### src/logic/tif_pkg.sv
// Purpose: Shared constants and carriers for the transmit flag block
// Assumes: 32-bit APB register bus, byte addresses
// Notes: Offsets are word aligned
package tif_pkg;
	// Register byte offsets
	localparam logic [7:0] TIF_OFF_FLAGS = 8'h00;
	localparam logic [7:0] TIF_OFF_SUMMARY = 8'h04;
	localparam logic [7:0] TIF_OFF_ENABLES = 8'h08;
	localparam logic [7:0] TIF_OFF_EVT_STATUS = 8'h0c;
	localparam logic [7:0] TIF_OFF_EVT_CLEAR = 8'h10;
	// Field positions in flag, enable and event registers
	localparam int TIF_BIT_WARN = 9;
	localparam int TIF_BIT_UPD = 8;
	localparam int TIF_NUM_Q = 4;
	// Field positions in the summary register
	localparam int TIF_SUM_DESC_LO = 17;
	localparam int TIF_SUM_PTP = 13;
	localparam int TIF_SUM_RXWARN = 12;
	localparam int TIF_SUM_WARN = 9;
	localparam int TIF_SUM_UPD = 8;
	localparam int TIF_SUM_MAC = 7;
	localparam int TIF_SUM_ERR = 6;
	// Implemented bits of the flag layout, rest read as zero
	localparam logic [31:0] TIF_FLAG_MASK = 32'h0000_030f;
	localparam logic [31:0] TIF_RESET_WORD = 32'h0000_0000;
	// One finished frame from the transmit path
	typedef struct packed {
		logic done;
		logic [1:0] queue;
		logic tstamp_req;
	} tif_txdone_s;
	// Descriptor interrupt enables and flags, index 0 unused
	typedef struct packed {
		logic [15:0] enable;
		logic [15:0] flag;
	} tif_desc_s;
endpackage : tif_pkg

### src/logic/tif_top.sv
// Purpose: Transmit interrupt flags, summary status and APB access
// Assumes: All event inputs come from logic on pclk
// Notes: One wait state on every APB access
// Functional notes
// - Warn flag cleared outside operation or FIFO disabled
// - Warn flag set on stamped frame, one entry held
// - Update flag cleared: not operating, disabled, release
// - Release write of one clears update flag
// - Update flag set on stamped frame when enabled
// - Stamp flags cleared only by writing zero
// - Queue flag set when queue frame sent
// - Queue flags cleared when leaving operation mode
// - Queue flags cleared only by writing zero
// - Queue flag marks frame end, not descriptor
// - Reserved flag bits read as zero
// - Descriptor summary is enable AND flag
// - Interrupt while queue enable and flag set
// - Receive warn summary is enable AND flag
// - MAC summary follows MAC core interrupt
// - Error summary when any enabled error bit is set
//
// Implementation choices: register access over APB and the register offsets.
`timescale 1ns/1ps
module tif_top #(
	parameter int ERR_W = 32
) (
	input wire logic pclk,
	input wire logic presetn,
	input wire logic psel,
	input wire logic penable,
	input wire logic pwrite,
	input wire logic [7:0] paddr,
	input wire logic [31:0] pwdata,
	output logic [31:0] prdata,
	output logic pready,
	output logic pslverr,
	input wire logic op_mode,
	input wire logic tstamp_fifo_enable,
	input wire logic tstamp_fifo_release,
	input wire logic tstamp_fifo_one_held,
	input wire tif_pkg::tif_txdone_s tx_done,
	input wire tif_pkg::tif_desc_s desc_irq,
	input wire logic rx_fifo_warn_enable,
	input wire logic rx_fifo_warn_flag,
	input wire logic mac_irq,
	input wire logic ptp_irq_summary,
	input wire logic [ERR_W-1:0] error_flag_reg,
	input wire logic [ERR_W-1:0] error_enable_reg,
	output logic irq
);
	import tif_pkg::*;

	// Elaboration check on widths
	if (ERR_W < 1 || ERR_W > 32)
	begin : g_bad_err_w
		$error("ERR_W must lie between 1 and 32");
	end

	logic tstamp_fifo_warn_flag;
	logic tstamp_fifo_update_flag;
	logic [TIF_NUM_Q-1:0] frame_sent_flag;
	logic [31:0] tx_irq_enables;
	logic [31:0] evt_status;
	logic op_mode_q;
	logic leave_op;
	logic stamped_done;
	logic warn_set;
	logic upd_set;
	logic [TIF_NUM_Q-1:0] fs_set;
	logic wr_en;
	logic rd_en;
	logic wr_flags;
	logic [31:0] flags_word;
	logic [31:0] irq_summary_status;
	logic [31:0] evt_set;
	logic [15:0] desc_sum;
	logic mapped;

	// Access phase completes on the cycle pready is high
	assign wr_en = psel && penable && pready && pwrite;
	assign rd_en = psel && penable && !pready && !pwrite;
	assign wr_flags = wr_en && (paddr == TIF_OFF_FLAGS);
	assign mapped = (paddr == TIF_OFF_FLAGS) || (paddr == TIF_OFF_SUMMARY) ||
		(paddr == TIF_OFF_ENABLES) || (paddr == TIF_OFF_EVT_STATUS) ||
		(paddr == TIF_OFF_EVT_CLEAR);

	// Operation mode exit detection
	always_ff @(posedge pclk or negedge presetn)
	begin
		if (!presetn)
			op_mode_q <= 1'b0;
		else
			op_mode_q <= op_mode;
	end
	assign leave_op = op_mode_q && !op_mode;

	// Hardware set events
	assign stamped_done = tx_done.done && tx_done.tstamp_req;
	assign warn_set = stamped_done && tstamp_fifo_one_held;
	assign upd_set = stamped_done && tstamp_fifo_enable;

	// Warning flag: mode clear beats set, set beats software clear
	always_ff @(posedge pclk or negedge presetn)
	begin
		if (!presetn)
			tstamp_fifo_warn_flag <= 1'b0;
		else if (!op_mode || !tstamp_fifo_enable)
			tstamp_fifo_warn_flag <= 1'b0;
		else if (warn_set)
			tstamp_fifo_warn_flag <= 1'b1;
		else if (wr_flags && !pwdata[TIF_BIT_WARN])
			tstamp_fifo_warn_flag <= 1'b0;
	end

	// Update flag: release write and zero write lose to a set
	always_ff @(posedge pclk or negedge presetn)
	begin
		if (!presetn)
			tstamp_fifo_update_flag <= 1'b0;
		else if (!op_mode || !tstamp_fifo_enable)
			tstamp_fifo_update_flag <= 1'b0;
		else if (upd_set)
			tstamp_fifo_update_flag <= 1'b1;
		else if (tstamp_fifo_release)
			tstamp_fifo_update_flag <= 1'b0;
		else if (wr_flags && !pwdata[TIF_BIT_UPD])
			tstamp_fifo_update_flag <= 1'b0;
	end

	// Per-queue frame-sent flags, set at MAC frame end only
	for (genvar q = 0; q < TIF_NUM_Q; q++)
	begin : g_queue
		assign fs_set[q] = tx_done.done && (tx_done.queue == 2'(q));
		always_ff @(posedge pclk or negedge presetn)
		begin
			if (!presetn)
				frame_sent_flag[q] <= 1'b0;
			else if (leave_op)
				frame_sent_flag[q] <= 1'b0;
			else if (fs_set[q])
				frame_sent_flag[q] <= 1'b1;
			else if (wr_flags && !pwdata[q])
				frame_sent_flag[q] <= 1'b0;
		end
	end

	// Flag word with reserved bits forced low
	always_comb
	begin
		flags_word = TIF_RESET_WORD;
		flags_word[TIF_BIT_WARN] = tstamp_fifo_warn_flag;
		flags_word[TIF_BIT_UPD] = tstamp_fifo_update_flag;
		flags_word[TIF_NUM_Q-1:0] = frame_sent_flag;
		flags_word = flags_word & TIF_FLAG_MASK;
	end

	// Summary word, computed from sources only
	assign desc_sum = desc_irq.enable & desc_irq.flag;
	always_comb
	begin
		irq_summary_status = TIF_RESET_WORD;
		irq_summary_status[31:TIF_SUM_DESC_LO] = desc_sum[15:1];
		irq_summary_status[TIF_SUM_PTP] = ptp_irq_summary;
		irq_summary_status[TIF_SUM_RXWARN] = rx_fifo_warn_enable && rx_fifo_warn_flag;
		irq_summary_status[TIF_SUM_WARN] =
			tx_irq_enables[TIF_BIT_WARN] && tstamp_fifo_warn_flag;
		irq_summary_status[TIF_SUM_UPD] =
			tx_irq_enables[TIF_BIT_UPD] && tstamp_fifo_update_flag;
		irq_summary_status[TIF_SUM_MAC] = mac_irq;
		irq_summary_status[TIF_SUM_ERR] = |(error_flag_reg & error_enable_reg);
	end

	// Enable register, same layout as the flags
	always_ff @(posedge pclk or negedge presetn)
	begin
		if (!presetn)
			tx_irq_enables <= TIF_RESET_WORD;
		else if (wr_en && paddr == TIF_OFF_ENABLES)
			tx_irq_enables <= pwdata & TIF_FLAG_MASK;
	end

	// Sticky event record, set wins over write-one clear
	always_comb
	begin
		evt_set = TIF_RESET_WORD;
		evt_set[TIF_BIT_WARN] = warn_set && op_mode && tstamp_fifo_enable;
		evt_set[TIF_BIT_UPD] = upd_set && op_mode;
		evt_set[TIF_NUM_Q-1:0] = leave_op ? '0 : fs_set;
	end
	always_ff @(posedge pclk or negedge presetn)
	begin
		if (!presetn)
			evt_status <= TIF_RESET_WORD;
		else if (wr_en && paddr == TIF_OFF_EVT_CLEAR)
			evt_status <= (evt_status & ~pwdata) | evt_set;
		else
			evt_status <= evt_status | evt_set;
	end

	// Interrupt line from enabled flags and events
	always_ff @(posedge pclk or negedge presetn)
	begin
		if (!presetn)
			irq <= 1'b0;
		else
			irq <= |((flags_word | evt_status) & tx_irq_enables);
	end

	// APB answer: one wait state, data and error with pready
	always_ff @(posedge pclk or negedge presetn)
	begin
		if (!presetn)
		begin
			pready <= 1'b0;
			pslverr <= 1'b0;
			prdata <= TIF_RESET_WORD;
		end
		else
		begin
			pready <= psel && penable && !pready;
			pslverr <= psel && penable && !pready && !mapped;
			if (rd_en)
			begin
				case (paddr)
					TIF_OFF_FLAGS: prdata <= flags_word;
					TIF_OFF_SUMMARY: prdata <= irq_summary_status;
					TIF_OFF_ENABLES: prdata <= tx_irq_enables;
					TIF_OFF_EVT_STATUS: prdata <= evt_status;
					default: prdata <= TIF_RESET_WORD;
				endcase
			end
			else
				prdata <= TIF_RESET_WORD;
		end
	end

	// Checks on flag behaviour
	property p_warn_clr;
		@(posedge pclk) disable iff (!presetn)
		(!op_mode || !tstamp_fifo_enable) |=> !tstamp_fifo_warn_flag;
	endproperty
	a_warn_clr: assert property (p_warn_clr) else $error("warn flag not cleared");

	property p_warn_set;
		@(posedge pclk) disable iff (!presetn)
		(warn_set && op_mode && tstamp_fifo_enable) |=> tstamp_fifo_warn_flag;
	endproperty
	a_warn_set: assert property (p_warn_set) else $error("warn flag not set");

	property p_upd_mode_clr;
		@(posedge pclk) disable iff (!presetn)
		!op_mode |=> !tstamp_fifo_update_flag;
	endproperty
	a_upd_mode_clr: assert property (p_upd_mode_clr) else $error("update flag kept");

	property p_upd_release;
		@(posedge pclk) disable iff (!presetn)
		(tstamp_fifo_release && !upd_set) |=> !tstamp_fifo_update_flag;
	endproperty
	a_upd_release: assert property (p_upd_release) else $error("release ignored");

	property p_upd_set;
		@(posedge pclk) disable iff (!presetn)
		(upd_set && op_mode) |=> tstamp_fifo_update_flag;
	endproperty
	a_upd_set: assert property (p_upd_set) else $error("update flag not set");

	property p_write_one_ignored;
		@(posedge pclk) disable iff (!presetn)
		(wr_flags && !tstamp_fifo_update_flag && !upd_set) |=> !tstamp_fifo_update_flag;
	endproperty
	a_write_one_ignored: assert property (p_write_one_ignored)
		else $error("write set a flag");

	property p_fs_set;
		@(posedge pclk) disable iff (!presetn)
		(tx_done.done && tx_done.queue == 2'd2 && !leave_op) |=> frame_sent_flag[2];
	endproperty
	a_fs_set: assert property (p_fs_set) else $error("queue flag not set");

	property p_fs_leave;
		@(posedge pclk) disable iff (!presetn)
		leave_op |=> (frame_sent_flag == '0);
	endproperty
	a_fs_leave: assert property (p_fs_leave) else $error("queue flags kept");

	property p_fs_sw_only_zero;
		@(posedge pclk) disable iff (!presetn)
		(wr_flags && !frame_sent_flag[0] && !fs_set[0]) |=> !frame_sent_flag[0];
	endproperty
	a_fs_sw_only_zero: assert property (p_fs_sw_only_zero)
		else $error("write set queue flag");

	property p_irq;
		@(posedge pclk) disable iff (!presetn)
		(|(frame_sent_flag & tx_irq_enables[TIF_NUM_Q-1:0])) |=> irq;
	endproperty
	a_irq: assert property (p_irq) else $error("interrupt missing");

	property p_rsv_zero;
		@(posedge pclk) disable iff (!presetn)
		(pready && !pwrite && paddr == TIF_OFF_FLAGS) |-> (prdata & ~TIF_FLAG_MASK) == '0;
	endproperty
	a_rsv_zero: assert property (p_rsv_zero) else $error("reserved bits set");

	property p_desc_sum;
		@(posedge pclk) disable iff (!presetn)
		(pready && !pwrite && paddr == TIF_OFF_SUMMARY) |->
			prdata[31:TIF_SUM_DESC_LO] == $past(desc_sum[15:1]) && !prdata[16];
	endproperty
	a_desc_sum: assert property (p_desc_sum) else $error("summary mismatch");
endmodule : tif_top

### config.mk
export PLATFORM = sky130hd
export DESIGN_NAME = tif_top
export DESIGN_NICKNAME = d
export VERILOG_FILES = /design/src/logic/tif_pkg.sv /design/src/logic/tif_top.sv
export SDC_FILE = /design/constraint.sdc
export NUM_CORES = 1
export LEC_CHECK = 0
export BUFFER_PORTS_ARGS = -buffer_cell sky130_fd_sc_hd__buf_2
export CAP_MARGIN = 20
export CORE_MARGIN = 3
export CORE_UTILIZATION = 45
export CTS_CLUSTER_SIZE = 16
export DETAILED_ROUTE_END_ITERATION = 8
export PLACE_DENSITY = 0.84
export SLEW_MARGIN = 5
export SYNTH_ARGS = -nofsm -noshare
export SYNTH_HDL_FRONTEND = slang
export SYNTH_SLANG_ARGS = --single-unit
### constraint.sdc
create_clock -name pclk -period 4.5 [get_ports pclk]
set_input_delay 0.9 -clock pclk [delete_from_list [all_inputs] [get_ports pclk]]
set_output_delay 0.9 -clock pclk [all_outputs]
set_load 0.02 [all_outputs]
==> results.md, run 1 <==
* Sw Share at between 20% and 30%
* Pwr Density at 311 nW/um2
* Slew Limit Headroom at approximately a third
* CP Max Fanout at 18
* Crit-path max cell delay at 0.87 ns
* Die W at ~90 um
* CP Launch Type: input pin
* Max Clk Rate at 380 MHz
* Clk network pwr share at 39.5%
* Core Rows at 30
* Cts hold-fix bufs at 0
* Share of post-route cells with drive strength above 1 at 47.4%
* Area growth, synth to finish at 36.2%
* DRT iter0 DRCs at 104
* Global-route wire length before repair at between 15000 and 20000 um
* Syn nets at approximately 430
* Top_reg_cell synth: dfrtp_1
* P_sw at 0.319 mW
* Largest net degree at the start of global routing at 81
* Final ANT Viol Nets at 0
* Synth top area share at between 50% and 60%
* Sequential area share after synthesis at between 50 and 60%
* Initial antenna violation count at 0
* CTS Sinks at 80
* # port buffers at ~190
* I/O pin count at roughly 190
* Outcome: completed
* Async S/R FF share, synth at 100%
* Arr. time, crit path at 2.89 ns
* Critical path class: input pin to flip-flop
* Drt first pass iters at 4
* DPL Wire Length at about 7400 um
* Cell area after synthesis at about 3400 um2
* Distinct cells, synth at 39
* Final Hold Violating Endpoints at 0
* Vias in the first global route at between 3000 and 4000
* Ys Warns at 0
* Cell count after synthesis at about 280
* Pins Over Slew Limit at 0
* CP Cell Sequence: buf_2, or4_4, nor4_4, a22oi_1, nor2_1
* Die height at ~92 um
* Vias after detailed routing at between 3000 and 4000
* Routed vias/inst at between 5 and 6
* CTS Buf Count at 9
* CP Capture Type: flip-flop
* Synth Register Bits at 80
* P_leak at about 2.3 nW
* Core box area at about 7000 um2
* RSZ-0062 raised after global routing: false
* Post-synth top area cell: dfrtp_1
* Post-CTS Resized at 0
* Avg Synthesized Cell Area at 12.1 um2
* Worst skew pair latency at between 0.3 and 0.4 ns
* Slew @ Worst Pin at ~1.0 ns
* Skew final at 0.00751 ns
* CTS Buffer Depth at 2
* Final GP Congestion at a little over 0.8
* Worst Hold Class: flip-flop to flip-flop
* Post-layout min period at 2.63 ns
* Number of synthesized flops with an enable pin at 0
* Part of the power in registers at 51.6%
* CP max-delay cell: nor4_4
* Initial Util at approximately 48%
* Antenna cell count at 0
* Final TNS setup at 0 ns
* Maximum VDD drop at 224 uV
* Max-cap viol count at 0
* Cell Int Power at 1.10 mW
* Fin crit share at 58.5%
* GRT overflow at 0
* Comb pwr share at about 8.9%
* H-tree level count at 3
* DIE AREA at between 8000 and 9000 um2
* Total wire length at 9830 um
* Area contributors post-synth: dfrtp_1 60%, a21boi_0 6.0%, a22oi_1 4.9%
* Final setup viols at 0
* Postcts setup bufs at 0
* Final nets at 615
* DR DRC count at 0
* TritonCTS clock tree: built
* Placed cell area at approximately 4400 um2
* Clk slew on worst S/H paths at approximately 0.080 ns
* Total global-route track usage at between 20% and 30%
* Design Area, Final at ~4600 um2
* WL per Instance at around 17 um
* Fillers at 565
* Worst EP required at roughly 4.8 ns
* Clock root buffer master: clkbuf_8
## worst max-delay path: cells and delay by family
| kind | cells | cell delay (ns) |
|---|---|---|
| buffers and inverters | 1 | 0.10 |
| AND/OR/NAND/NOR | 3 | 1.66 |
| AO/OA/AOI/OAI | 1 | 0.21 |
## per-layer routing
metal	global-route usage, %	share of wire, %
met1	23.7	35
met2	42.7	53
met3	7.07	9.6
met4	9.16	1.9
met5	0	0
## cell usage in the layout (no fill, tap or decap), drive strengths merged, types with 2 or more instances in the layout
cell / Yosys / routed
nand2b: 5 / 5
nor3: 2 / 2
mux2: 12 / 12
nor2: 29 / 29
or4: 3 / 3
buf: 5 / 186
and2: 7 / 7
o21ai: 8 / 8
dfrtp: 80 / 80
nand3: 3 / 3
and4: 2 / 2
o2bb2ai: 2 / 2
clkinv: 0 / 3
a21boi: 27 / 27
a21oi: 2 / 2
nand3b: 2 / 2
clkbuf: 8 / 10
o211ai: 3 / 3
a21o: 2 / 2
a22o: 2 / 2
a32oi: 16 / 16
bufinv: 0 / 2
nor4: 4 / 4
a22oi: 22 / 22
nand2: 16 / 16
nand4: 6 / 6
## through the flow
stage	instances	util (%)	hold slack [ns]	setup WS (ns)	total power, mW
4_1_cts	562	65.2	0.488	1.88	1.43
2_1_floorplan	278	-	0.446	1.90	0.782
6_report	562	65.2	0.485	1.87	1.42
3_5_place_dp	547	62.2	0.467	1.54	0.876
5_1_grt	562	65.2	0.517	1.73	1.48
3_3_place_gp	547	62.2	0.458	1.58	0.872
## final timing paths
path | start | end | cells past startpoint | slack [ns]
setup / recovery | paddr[0] | prdata[7] | 5 | 1.87
hold / removal | evt_status[4] | prdata[4] | 1 | 0.49
setup reg to reg | pready | prdata[14] | 4 | 2.40
hold reg to reg | evt_status[4] | prdata[4] | 1 | 0.49
max in group asynchronous | presetn | evt_status[21] | 1 | 3.16
min in group asynchronous | presetn | evt_status[24] | 1 | 0.70
## flip-flops by register name, indices dropped and copies added, names as in the netlist
signal / flops
evt_status: 32
flags_word: 4
irq: 1
op_mode_q: 1
prdata: 32
pready: 1
pslverr: 1
tstamp_fifo_update_flag: 1
tstamp_fifo_warn_flag: 1
tx_irq_enables: 6
## power by group through the flow
stage / Clock, mW / Sequential [mW] / Combinational [mW]
after detailed placement: 0 / 0.749 / 0.128
after floorplan: 0 / 0.748 / 0.0339
after global placement: 0 / 0.748 / 0.124
after global routing: 0.603 / 0.735 / 0.141
after CTS: 0.571 / 0.734 / 0.128
final: 0.562 / 0.734 / 0.127
## layout make-up
cell class	instances	area (um2)	area share, %
multi-input combinational	185	1310	28.5
tap	96	120	2.63
sequential	80	2000	43.8
clock inverter	5	82.6	1.81
timing repair buffer	186	936	20.5
clock buffer	10	128	2.79
## cell usage after synthesis (all sizes together), types with 2 or more instances
cell type	n
dfrtp	80
nor2	29
a21boi	27
a22oi	22
a32oi	16
nand2	16
mux2	12
clkbuf	8
o21ai	8
and2	7
nand4	6
buf	5
nand2b	5
nor4	4
nand3	3
o211ai	3
or4	3
a21o	2
a21oi	2
a22o	2
and4	2
nand3b	2
nor3	2
o2bb2ai	2
## logic make-up (layout without fill, tap and decap cells)
logic type | after synthesis | in the layout | synth area share [%]
multiplexers | 12 | 12 | 4.03
flip-flops | 80 | 80 | 59.6
AND/OR/NAND/NOR | 85 | 85 | 14.3
AO/OA/AOI/OAI | 88 | 88 | 19.8
buffers and inverters | 13 | 201 | 2.27
No activity file was read; power rests on OpenSTA's default activity.
==> inputs of run 2 (changes only) <==
CORE_UTILIZATION = 40   (was 45)
PLACE_DENSITY = 0.79   (was 0.84)
clock period = 2.3 ns   (was 4.5 ns; I/O delays follow)
==> run 2 against run 1 <==
- final cell count is 3.0% higher
- hold slack worse by 0.44 ns
- flip-flop and latch count stayed put
- register-to-register slack worse by 2.0 ns
- clock power is 120% higher
- critical path type unchanged
- largest cell class unchanged
- highest routed layer unchanged
- clock skew is 0.0013 ns higher
- critical path depth stayed put
- power is 100% higher
- core utilization is 6.1 points lower
- global-route usage is 1.8 points lower
==> results.md, run 2 (synthesized netlist as in run 1, its figures left out) <==
* Final ANT Viol Nets at 0 (unchanged)
* Maximum VDD drop at 458 uV (was 224 uV)
* Die height at 97.6 um (was 92.4 um)
* CP max-delay cell: or4_1 (was nor4_4)
* I/O pin count at 188 (unchanged)
* Final nets at 626 (was 615)
* P_sw at 0.630 mW (was 0.319 mW)
* CP Launch Type: input pin (unchanged)
* Final Hold Violating Endpoints at 0 (unchanged)
* CP Cell Sequence: buf_2, or4_4, or4_1, o2111ai_1, nand2_1 (was buf_2, or4_4, nor4_4, a22oi_1, nor2_1)
* Final GP Congestion at 0.876 (was 0.813)
* Die W at 97.6 um (was 92.4 um)
* Placed cell area at 4450 um2 (was 4360 um2)
* Worst Hold Class: input pin to asynchronous set/reset pin (was flip-flop to flip-flop)
* WL per Instance at 16.7 um (was 17.5 um)
* H-tree level count at 3 (unchanged)
* Skew final at 0.00878 ns (was 0.00751 ns)
* Pwr Density at 620 nW/um2 (was 311 nW/um2)
* DRT iter0 DRCs at 135 (was 104)
* Design Area, Final at 4680 um2 (was 4570 um2)
* Total wire length at 9700 um (was 9830 um)
* Largest net degree at the start of global routing at 35 (was 81)
* Final setup viols at 0 (unchanged)
* GRT overflow at 0 (unchanged)
* Postcts setup bufs at 0 (unchanged)
* TritonCTS clock tree: built (unchanged)
* Most common cell after layout, fill and taps aside: buf_2 (unchanged)
* Post-layout min period at 1.95 ns
* Comb pwr share at 8.8% (was 8.9%)
* # port buffers at 185 (unchanged)
* Initial Util at 42.3% (was 47.8%)
* Worst skew pair latency at 0.35 ns (was 0.34 ns)
* DR DRC count at 0 (unchanged)
* P_leak at 2.39 nW (was 2.32 nW)
* CTS Buffer Depth at 2 (unchanged)
* CTS Buf Count at 9 (unchanged)
* Clock root buffer master: clkbuf_8 (unchanged)
* Clk network pwr share at 41.8% (was 39.5%)
* Total global-route track usage at 21.1% (was 22.9%)
* Final TNS setup at 0 ns (unchanged)
* Slew @ Worst Pin at 0.423 ns (was 1.02 ns)
* Vias in the first global route at 3314 (was 3166)
* Core box area at 7930 um2 (was 7020 um2)
* Outcome: completed (unchanged)
* Max Clk Rate at about 500 MHz
* Max-cap viol count at 0 (unchanged)
* Cell Int Power at 2.27 mW (was 1.10 mW)
* Slew Limit Headroom at 71.8% (was 31.5%)
* Core Rows at 32 (was 30)
* Fin crit share at roughly 85%
* Share of post-route cells with drive strength above 1 at 48.8% (was 47.4%)
* Biggest regs: evt_status (32), prdata (32), tx_irq_enables (6) (unchanged)
* Crit-path max cell delay at 0.70 ns (was 0.87 ns)
* Cts hold-fix bufs at 0 (unchanged)
* Fillers at 680 (was 565)
* CP Capture Type: flip-flop (unchanged)
* CTS Sinks at 80 (unchanged)
* Clk slew on worst S/H paths at 0.09 ns (was 0.08 ns)
* Most frequent cells in the layout: 184 x buf_2, 80 x dfrtp_1, 28 x nor2_1 (unchanged)
* Drt first pass iters at 4 (unchanged)
* Routed vias/inst at 5.34 (was 5.43)
* Global-route wire length before repair at 16100 um (was 15200 um)
* Worst EP required at 2.54 ns (was 4.76 ns)
* Initial antenna violation count at 0 (unchanged)
* Arr. time, crit path at 2.18 ns (was 2.89 ns)
* Part of the power in registers at 49.5% (was 51.6%)
* Area growth, synth to finish at 39.4% (was 36.2%)
* Critical path class: input pin to flip-flop (unchanged)
* Sw Share at 21.7% (was 22.4%)
* Vias after detailed routing at 3091 (was 3050)
* CP Max Fanout at 7 (was 18)
* DPL Wire Length at 7650 um (was 7420 um)
* Pins Over Slew Limit at 0 (unchanged)
* Antenna cell count at 0 (unchanged)
* Post-CTS Resized at 0 (unchanged)
* RSZ-0062 raised after global routing: false (unchanged)
* DIE AREA at 9530 um2 (was 8530 um2)
-- run 2: cell types whose count changed in the layout (fill, tap and decap cells not counted), sizes merged --
cell,change
bufinv,+1
buf,+11
clkbuf,-1
-- run 2: per-layer routing --
metal / GRT usage (%) / up-vias / part of all wire, %
met3: 6.46 / 22 / 8.0
met5: 0 / - / 0
met1: 23.9 / 1500 / 37
met4: 8.73 / 0 / 3.0
li1: - / 1429 / -
met2: 36.7 / 140 / 52
-- run 2: cell type report --
cell class,instances,area (um2),area share [%]
timing repair buffer,197,1030,22.0
clock inverter,6,109,2.33
clock buffer,9,124,2.65
multi-input combinational,185,1290,27.5
sequential,80,2000,42.8
tap,102,128,2.73
-- run 2: critical path, delay by kind of cell --
kind,cells,cell delay [ns]
buffers and inverters,1,0.10
AO/OA/AOI/OAI,1,0.25
AND/OR/NAND/NOR,3,1.38
-- run 2: worst paths after layout --
kind,cells past startpoint,endpoint,from,slack (ns)
setup reg to reg,4,prdata[14],pready,0.40
hold reg to reg,1,prdata[4],evt_status[4],0.48
min in group pclk,2,evt_status[27],pwdata[27],0.28
setup / recovery,5,tstamp_fifo_warn_flag,paddr[0],0.35
hold / removal,1,evt_status[29],presetn,0.04
max in group asynchronous,2,prdata[28],presetn,1.67
-- run 2: power groups by stage --
stage / registers, mW / logic [mW] / clock network [mW]
floorplan: 1.46 / 0.0663 / 0
global placement: 1.46 / 0.250 / 0
detailed placement: 1.46 / 0.258 / 0
CTS: 1.44 / 0.259 / 1.24
global route: 1.44 / 0.287 / 1.30
finish: 1.44 / 0.255 / 1.21
-- run 2: per-stage QoR --
| step | hold WS (ns) | instances | total power [mW] | utilization (%) | setup slack (ns) |
|---|---|---|---|---|---|
| after floorplan | 0.164 | 278 | 1.53 | - | 0.143 |
| after global placement | 0.427 | 564 | 1.71 | 56.1 | 0.0241 |
| after detailed placement | 0.429 | 564 | 1.72 | 56.1 | 0.00167 |
| after CTS | 0.0433 | 579 | 2.93 | 59.0 | 0.367 |
| after global routing | 0.0544 | 579 | 3.03 | 59.0 | 0.279 |
| final | 0.0431 | 579 | 2.90 | 59.0 | 0.352 |
